### config.mk
export PLATFORM = sky130hd
export DESIGN_NAME = port_pin_function_mux
export DESIGN_NICKNAME = d
export VERILOG_FILES = /design/src/pin_mux_pkg.sv /design/src/port_pin_function_mux.sv
export VERILOG_INCLUDE_DIRS = /design/src /design/src/src
export SDC_FILE = /design/constraint.sdc
export NUM_CORES = 1
export LEC_CHECK = 0
export BUFFER_PORTS_ARGS = -buffer_cell sky130_fd_sc_hd__buf_2
export CAP_MARGIN = 20
export CORE_AREA = 4 4 80 82
export CTS_CLUSTER_SIZE = 25
export DETAILED_ROUTE_END_ITERATION = 7
export DIE_AREA = 0 0 84 86
export PLACE_DENSITY = 0.75
export SYNTH_ARGS = -nofsm -noshare
export SYNTH_HDL_FRONTEND = slang
export SYNTH_SLANG_ARGS = --single-unit
### constraint.sdc
create_clock -name clock_i -period 1.4 [get_ports clock_i]
set_clock_uncertainty 0.1 [all_clocks]
set_input_delay 0.28 -clock clock_i [delete_from_list [all_inputs] [get_ports clock_i]]
set_output_delay 0.28 -clock clock_i [all_outputs]
set_load 0.01 [all_outputs]
### src/pin_mux_defs.svh
// constants for the port pin function mux
// assumes inclusion by pin_mux_pkg.sv and the mux module
//
// Operation
// - pin 2.7 resets to crystal output, select set; clear it for input use
// - other covered port 3 and 4 pins reset to plain I/O, select clear
// - serial unit functions take pin direction from the serial unit
// - serial0 clock beats serial1 slave enable; serial1 forced to 3-wire
// - serial1 clock beats serial0 slave enable; serial0 forced to 3-wire
// - low analog enable bit kills output driver and Schmitt input
// - high analog enable bit kills port 4 driver and Schmitt input
// - route 11 with function not 000 ties adc 12/13 to opamps, cuts pads
`ifndef PIN_MUX_DEFS_SVH
`define PIN_MUX_DEFS_SVH
`define P2_SEL_RESET 1'b1
`define P3_SEL_RESET 8'h00
`define P4_SEL_RESET 5'h00
`define DIR_RESET_8 8'h00
`define DIR_RESET_5 5'h00
`define OA_ROUTE_INTERNAL 2'h3
`define OA_FUNC_OFF 3'h0
// analog enable bit positions
`define AE_LO_P30 5
`define AE_LO_P36 6
`define AE_LO_P37 7
`define AE_HI_P43 4
`define AE_HI_P44 5
// port 3 pin positions
`define P3_S1STE_S0CLK 0
`define P3_S1CLK_S0STE 3
`define P3_ANALOG_6 6
`define P3_ANALOG_7 7
`define P3_SERIAL_LAST 5
`define P3_PINS 8
// port 4 pin positions
`define P4_ANALOG_3 3
`define P4_ANALOG_4 4
`define P4_PINS 5
// register image reset values
`define PIN_LOW 1'b0
`define OUT_RESET_8 8'h00
`define OUT_RESET_5 5'h00
`define IE_RESET_8 8'hff
`define IE_RESET_5 5'h1f
`define OA_INT_RESET 2'h0
`endif

### src/pin_mux_pkg.sv
// types for the port pin function mux
// assumes pin_mux_defs.svh on the include path
`include "pin_mux_defs.svh"
package pin_mux_pkg;
  typedef struct packed {
    logic p27_out;
    logic p27_oe;
    logic [7:0] p3_out;
    logic [7:0] p3_oe;
    logic [7:0] p3_ie;
    logic [4:0] p4_out;
    logic [4:0] p4_oe;
    logic [4:0] p4_ie;
    logic [7:0] p3_in;
    logic [4:0] p4_in;
    logic p27_in;
    logic s0_three_wire;
    logic s1_three_wire;
    logic [1:0] opamp_internal;
  } mux_state_t;
endpackage

### src/port_pin_function_mux.sv
// pin function mux for pins 2.7, 3.0-3.7 and 4.0-4.4
// assumes control bits come from port registers elsewhere, synchronous to clock_i
`timescale 1ns/1ns
`default_nettype none
`include "pin_mux_defs.svh"
module port_pin_function_mux (
  // clock and reset
  input wire logic clock_i,
  input wire logic reset_i,
  // port configuration
  input wire logic port2_function_select_i,
  input wire logic port2_direction_i,
  input wire logic [7:0] port3_function_select_i,
  input wire logic [7:0] port3_direction_i,
  input wire logic [4:0] port4_function_select_i,
  input wire logic [4:0] port4_direction_i,
  input wire logic [7:0] analog_enable_low_i,
  input wire logic [7:0] analog_enable_high_i,
  input wire logic [2:0] port3_data_out_i,
  input wire logic [7:0] port3_gpio_out_i,
  input wire logic [4:0] port4_gpio_out_i,
  input wire logic port2_gpio_out_i,
  // op-amp routing
  input wire logic [1:0] opamp_adc_route_i,
  input wire logic [2:0] opamp_function_config_i,
  // peripheral sources
  input wire logic crystal_output_i,
  input wire logic [7:0] serial_out_i,
  input wire logic [7:0] serial_oe_i,
  input wire logic serial0_clock_active_i,
  input wire logic serial1_clock_active_i,
  input wire logic serial0_four_wire_i,
  input wire logic serial1_four_wire_i,
  input wire logic [4:0] timer_out_i,
  // pads
  input wire logic pad27_i,
  input wire logic [7:0] pad3_i,
  input wire logic [4:0] pad4_i,
  output logic pad27_o,
  output logic pad27_oe_o,
  output logic [7:0] pad3_o,
  output logic [7:0] pad3_oe_o,
  output logic [7:0] pad3_ie_o,
  output logic [4:0] pad4_o,
  output logic [4:0] pad4_oe_o,
  output logic [4:0] pad4_ie_o,
  // to peripherals
  output logic port2_in_o,
  output logic [7:0] serial_in_o,
  output logic [7:0] port3_in_o,
  output logic [4:0] timer_capture_o,
  output logic [4:0] port4_in_o,
  output logic serial0_three_wire_o,
  output logic serial1_three_wire_o,
  output logic [1:0] opamp_internal_o
);
  import pin_mux_pkg::*;

  // registered image of every pad and side-band output
  mux_state_t state_q;
  mux_state_t state_d;

  // analog disable per port 3 pin
  function automatic logic [7:0] p3_analog(input logic [7:0] ae);
    p3_analog = 8'h00;
    p3_analog[`P3_S1STE_S0CLK] = ae[`AE_LO_P30];
    p3_analog[`P3_ANALOG_6] = ae[`AE_LO_P36];
    p3_analog[`P3_ANALOG_7] = ae[`AE_LO_P37];
  endfunction

  // pad cut per port 4 pin: analog enable or opamp routed inside
  function automatic logic [4:0] p4_analog(input logic [7:0] ae, input logic oa);
    p4_analog = 5'h00;
    p4_analog[`P4_ANALOG_3] = ae[`AE_HI_P43] | oa;
    p4_analog[`P4_ANALOG_4] = ae[`AE_HI_P44] | oa;
  endfunction

  // opamp outputs reach adc channels twelve and thirteen inside
  function automatic logic opamp_inside(input logic [1:0] route, input logic [2:0] fcfg);
    opamp_inside = (route == `OA_ROUTE_INTERNAL) && (fcfg != `OA_FUNC_OFF);
  endfunction

  // decoded controls
  logic oa_int;
  logic [1:0] oa_pair;
  logic [7:0] p3_an;
  logic [4:0] p4_an;
  logic [7:0] p3_serial;
  logic s0_forced;
  logic s1_forced;

  // next pad drive values
  logic p27_out_mux;
  logic p27_oe_mux;
  logic [7:0] p3_out_mux;
  logic [7:0] p3_oe_mux;
  logic [4:0] p4_out_mux;
  logic [4:0] p4_oe_mux;

  // next input path values
  logic p27_in_mux;
  logic [7:0] p3_ie_mux;
  logic [7:0] p3_in_mux;
  logic [4:0] p4_ie_mux;
  logic [4:0] p4_in_mux;

  assign oa_int = opamp_inside(opamp_adc_route_i, opamp_function_config_i);
  assign oa_pair = {oa_int, oa_int};
  assign p3_an = p3_analog(analog_enable_low_i);
  assign p4_an = p4_analog(analog_enable_high_i, oa_int);

  // pin 2.7: crystal output while selected; it drives from reset on
  assign p27_out_mux = port2_function_select_i ? crystal_output_i : port2_gpio_out_i;
  assign p27_oe_mux = port2_function_select_i | port2_direction_i;
  assign p27_in_mux = pad27_i;

  // port 3 drive: pins 3.0-3.5 hand direction to the serial units
  generate
    for (genvar g = 0; g < `P3_PINS; g++) begin : g_port3_drive
      assign p3_serial[g] = port3_function_select_i[g] && (g <= `P3_SERIAL_LAST);
      assign p3_out_mux[g] = p3_serial[g] ? serial_out_i[g] : port3_gpio_out_i[g];
      assign p3_oe_mux[g] = (p3_serial[g] ? serial_oe_i[g] : port3_direction_i[g]) &
                            ~p3_an[g];
    end
  endgenerate

  // port 3 inputs: analog pins lose the schmitt input
  generate
    for (genvar g = 0; g < `P3_PINS; g++) begin : g_port3_input
      assign p3_ie_mux[g] = ~p3_an[g];
      assign p3_in_mux[g] = pad3_i[g] & ~p3_an[g];
    end
  endgenerate

  // port 4 drive: select hands the pin to the timer output
  generate
    for (genvar h = 0; h < `P4_PINS; h++) begin : g_port4_drive
      assign p4_out_mux[h] = port4_function_select_i[h] ? timer_out_i[h] : port4_gpio_out_i[h];
      assign p4_oe_mux[h] = port4_direction_i[h] & ~p4_an[h];
    end
  endgenerate

  // port 4 inputs: the pad also feeds the capture input whatever the direction
  generate
    for (genvar h = 0; h < `P4_PINS; h++) begin : g_port4_input
      assign p4_ie_mux[h] = ~p4_an[h];
      assign p4_in_mux[h] = pad4_i[h] & ~p4_an[h];
    end
  endgenerate

  // clock wins the shared pin; the other unit drops to 3-wire
  // serial0 clock on pin 3.0 beats serial1 slave enable
  assign s1_forced = port3_function_select_i[`P3_S1STE_S0CLK] &
                     serial0_clock_active_i & serial1_four_wire_i;
  // serial1 clock on pin 3.3 beats serial0 slave enable
  assign s0_forced = port3_function_select_i[`P3_S1CLK_S0STE] &
                     serial1_clock_active_i & serial0_four_wire_i;

  // all state moves as one register image
  always_comb begin
    state_d = state_q;
    state_d.p27_out = p27_out_mux;
    state_d.p27_oe = p27_oe_mux;
    state_d.p27_in = p27_in_mux;
    state_d.p3_out = p3_out_mux;
    state_d.p3_oe = p3_oe_mux;
    state_d.p3_ie = p3_ie_mux;
    state_d.p3_in = p3_in_mux;
    state_d.p4_out = p4_out_mux;
    state_d.p4_oe = p4_oe_mux;
    state_d.p4_ie = p4_ie_mux;
    state_d.p4_in = p4_in_mux;
    state_d.s0_three_wire = s0_forced;
    state_d.s1_three_wire = s1_forced;
    state_d.opamp_internal = oa_pair;
  end

  // crystal output drives pin 2.7 out of reset; other pins wait as inputs
  always_ff @(posedge clock_i or posedge reset_i) begin
    if (reset_i) begin
      state_q.p27_out <= `PIN_LOW;
      state_q.p27_oe <= `P2_SEL_RESET;
      state_q.p27_in <= `PIN_LOW;
      state_q.p3_out <= `OUT_RESET_8;
      state_q.p3_oe <= `DIR_RESET_8;
      state_q.p3_ie <= `IE_RESET_8;
      state_q.p3_in <= `OUT_RESET_8;
      state_q.p4_out <= `OUT_RESET_5;
      state_q.p4_oe <= `DIR_RESET_5;
      state_q.p4_ie <= `IE_RESET_5;
      state_q.p4_in <= `OUT_RESET_5;
      state_q.s0_three_wire <= `PIN_LOW;
      state_q.s1_three_wire <= `PIN_LOW;
      state_q.opamp_internal <= `OA_INT_RESET;
    end else begin
      state_q <= state_d;
    end
  end

  // pad drive, straight from the state register
  assign pad27_o = state_q.p27_out;
  assign pad27_oe_o = state_q.p27_oe;
  assign pad3_o = state_q.p3_out;
  assign pad3_oe_o = state_q.p3_oe;
  assign pad3_ie_o = state_q.p3_ie;
  assign pad4_o = state_q.p4_out;
  assign pad4_oe_o = state_q.p4_oe;
  assign pad4_ie_o = state_q.p4_ie;

  // inputs and status to the peripherals
  assign port2_in_o = state_q.p27_in;
  assign serial_in_o = state_q.p3_in;
  assign port3_in_o = state_q.p3_in;
  assign timer_capture_o = state_q.p4_in;
  assign port4_in_o = state_q.p4_in;
  assign serial0_three_wire_o = state_q.s0_three_wire;
  assign serial1_three_wire_o = state_q.s1_three_wire;
  assign opamp_internal_o = state_q.opamp_internal;
endmodule // port_pin_function_mux
`default_nettype wire

==> flow_summary.yaml <==
placed_design:
  gp_congestion: 0.731
  hpwl_mm: 3.38
  pre_cts_slack_ns: 0.258
  io_buffers: 151
pwr:
  powerDensity_nw_per_um2: 1010
  pwr-share-clk_pct: 28.2
  p_sw_share_pct: 24.1
  ir_worst_vdd_mv: 0.546
  internal_power_mw: 2.12
  p_seq_share_pct: 55.8
  power_leakage_nw: 1.49
  comb_power_share_pct: 16.1
  switching_power_uw: 674
worst_setup_path:
  path_class: "register to output port"
  cp_cell_sequence: "buf_2"
  crit_buf_inv: 1
  startpoint: "pad27_oe_o"
  worstPathArrival_ns: 0.95
  crit_family: "flip-flops"
  cp_slowest_cell: "dfstp_2"
  crit_fanout: 1
  cpPeakStageDelay_ns: 0.53
  crit_required_ns: 1.02
  cp-start-kind: "register"
  end_kind: "output port"
detailed_routing:
  antenna_left: 0
  drtIter0Drc: 20
  routedWlPerCell_um: 12.1
  first_pass_iters: 4
  wirelength_mm: 4.18
  drc: 0
  via_count: 1374
  viasPerCell: 3.97
die:
  fp-row-count: 28
  core_area_um2: 5750
  die-height_um: 86
  die_x_um: 84
  dieArea_um2: 7220
  ios: 180
  start_util_pct: 30.9
clock_network:
  cts_hold_buf: 15
  clkSlewWorstSetupHoldPaths_ns: 0.09
  clock-sinks: 50
  cts_tree: "yes"
  cts_resized: 0
  htreeDepth: 2
  cts-buffers-inserted: 5
  postCtsSetupBuffers: 0
  cts-root-buf: "clkbuf_8"
  cts.path.max_buffers: 2
final_layout:
  fillers: 529
  fin_nets: 379
  drive_gt1_share_pct: 69.7
  diodes: 0
  syn_to_final_growth_pct: 55.1
timing:
  min_period_over_period_pct: 94.7
  setup_slack_ns: 0.0736
  rsz0062_at_grt: "false"
  maxSlewViolCount: 0
  hold_viol_final: 0
  max_clock_freq_mhz: 754
  fin_tns_setup_ns: 0
  setup_violations: 0
  fin_crit_ns: 1.33
global_route:
  grt_pass1_wl_mm: 6.64
  grt_pass1_vias: 1456
  grt_usage_pct: 11.8
  grt_max_degree: 51
  antenna_found_initial: 0
  grt_overflow: 0
logic_synthesis:
  synth_top_area_cell: "dfrtp_1"
  ys_types: 13
  synth_area_um2: 1780
  seq_area_frac_synth_pct: 70.8
  synth-seq-cells: 50
  avgSynthCellArea_um2: 16.0
  synth-edff-count: 0
  synthArstFlopShare_pct: 100
  synth_top_area_share_pct: 62.0
  syn_inst: 111
  synth.top_cells.by_count: "dfrtp_1, buf_4, mux2_2"
  synth_ff_type: "dfrtp_1"
  yosys_warnings: 0
  synth_most_common_cell: "dfrtp_1"
  synth_top_cells_by_area: "dfrtp_1, mux2_2, buf_4, dfstp_2, nor3b_2"
hold_path:
  hold_path_end: "pad3_ie_o[6]"
  holdPathStages: 2
  hold_class: "input pin to register"
  min_from: "analog_enable_low_i[6]"
job:
  max_cap_viol_count: 0
status:
  status: "finished, final reports clean"
-- per-layer routing --
layer,share of wire (%),up-vias,GRT usage (%)
met5,0,-,0
met4,1.8,0,4.68
met3,12,7,5.57
met2,54,95,21.3
met1,32,626,11.7
li1,-,646,-
-- cell usage in the layout, fill, tap and decap left out, types with 4 or more instances in the layout --
master         count
conb_1             8
mux2_2            17
clkbuf_8           5
buf_2            151
nor2b_1            5
dfstp_2            6
dfrtp_1           44
dlygate4sd3_1     16
nor3b_2            4
-- cells by family (layout without fill, tap and decap cells) --
group / after synthesis / count (layout) / share of synthesized area, %
and+or+nand+nor: 15 / 15 / 6.27
buffers and inverters: 26 / 179 / 10.1
muxes: 18 / 18 / 11.3
other: 1 / 8 / 0.211
DFF: 50 / 50 / 70.8
AOI/OAI and AO/OA: 1 / 1 / 1.20
-- registers in the layout, indices dropped and copies added, names as in the netlist --
name,cells
opamp_internal_o,1
pad27_o,1
pad27_oe_o,1
pad3_ie_o,3
pad3_o,8
pad3_oe_o,8
pad4_ie_o,2
pad4_o,5
pad4_oe_o,5
port2_in_o,1
port3_in_o,8
port4_in_o,5
serial0_three_wire_o,1
serial1_three_wire_o,1
-- area by class of cell --
class	instances	area [um2]	share of cell area [%]
Clock buffer	5	68.8	2.50
Clock inverter	2	15.0	0.545
Inverter	4	18.8	0.681
Multi-Input combinational cell	42	364	13.2
Sequential cell	50	1260	45.7
Tap cell	75	93.8	3.41
Timing Repair Buffer	168	936	34.0
-- power by group through the flow --
stage | registers (mW) | logic (mW) | clock network (mW)
2_1_floorplan | 1.64 | 0.156 | 0
3_3_place_gp | 1.59 | 0.415 | 0
3_5_place_dp | 1.59 | 0.423 | 0
4_1_cts | 1.56 | 0.457 | 0.842
5_1_grt | 1.57 | 0.494 | 0.899
6_report | 1.56 | 0.449 | 0.788
-- how the worst max path moves through the flow --
stage | endpoint | slack, ns | cells after the start
final | pad27_oe_o | 0.07 | 1
after global routing | pad3_ie_o[0] | 0.02 | 1
after CTS | pad27_oe_o | 0.05 | 1
after detailed placement | pad4_oe_o[4] | 0.26 | 3
after global placement | port4_in_o[4] | 0.27 | 3
after floorplan | pad4_oe_o[3] | 0.40 | 2
-- stage by stage --
stage	power [mW]	utilization (%)	instance area, um2	std cells	hold WS (ns)
detailed placement	2.01	43.7	2510	323	0.269
global route	2.96	48.0	2760	346	0.00451
floorplan	1.80	-	1810	118	0.206
global placement	2.00	43.7	2510	323	0.263
finish	2.80	48.0	2760	346	0.0170
CTS	2.86	47.8	2750	345	0.00000816
Power figures use the tool's default switching activity.
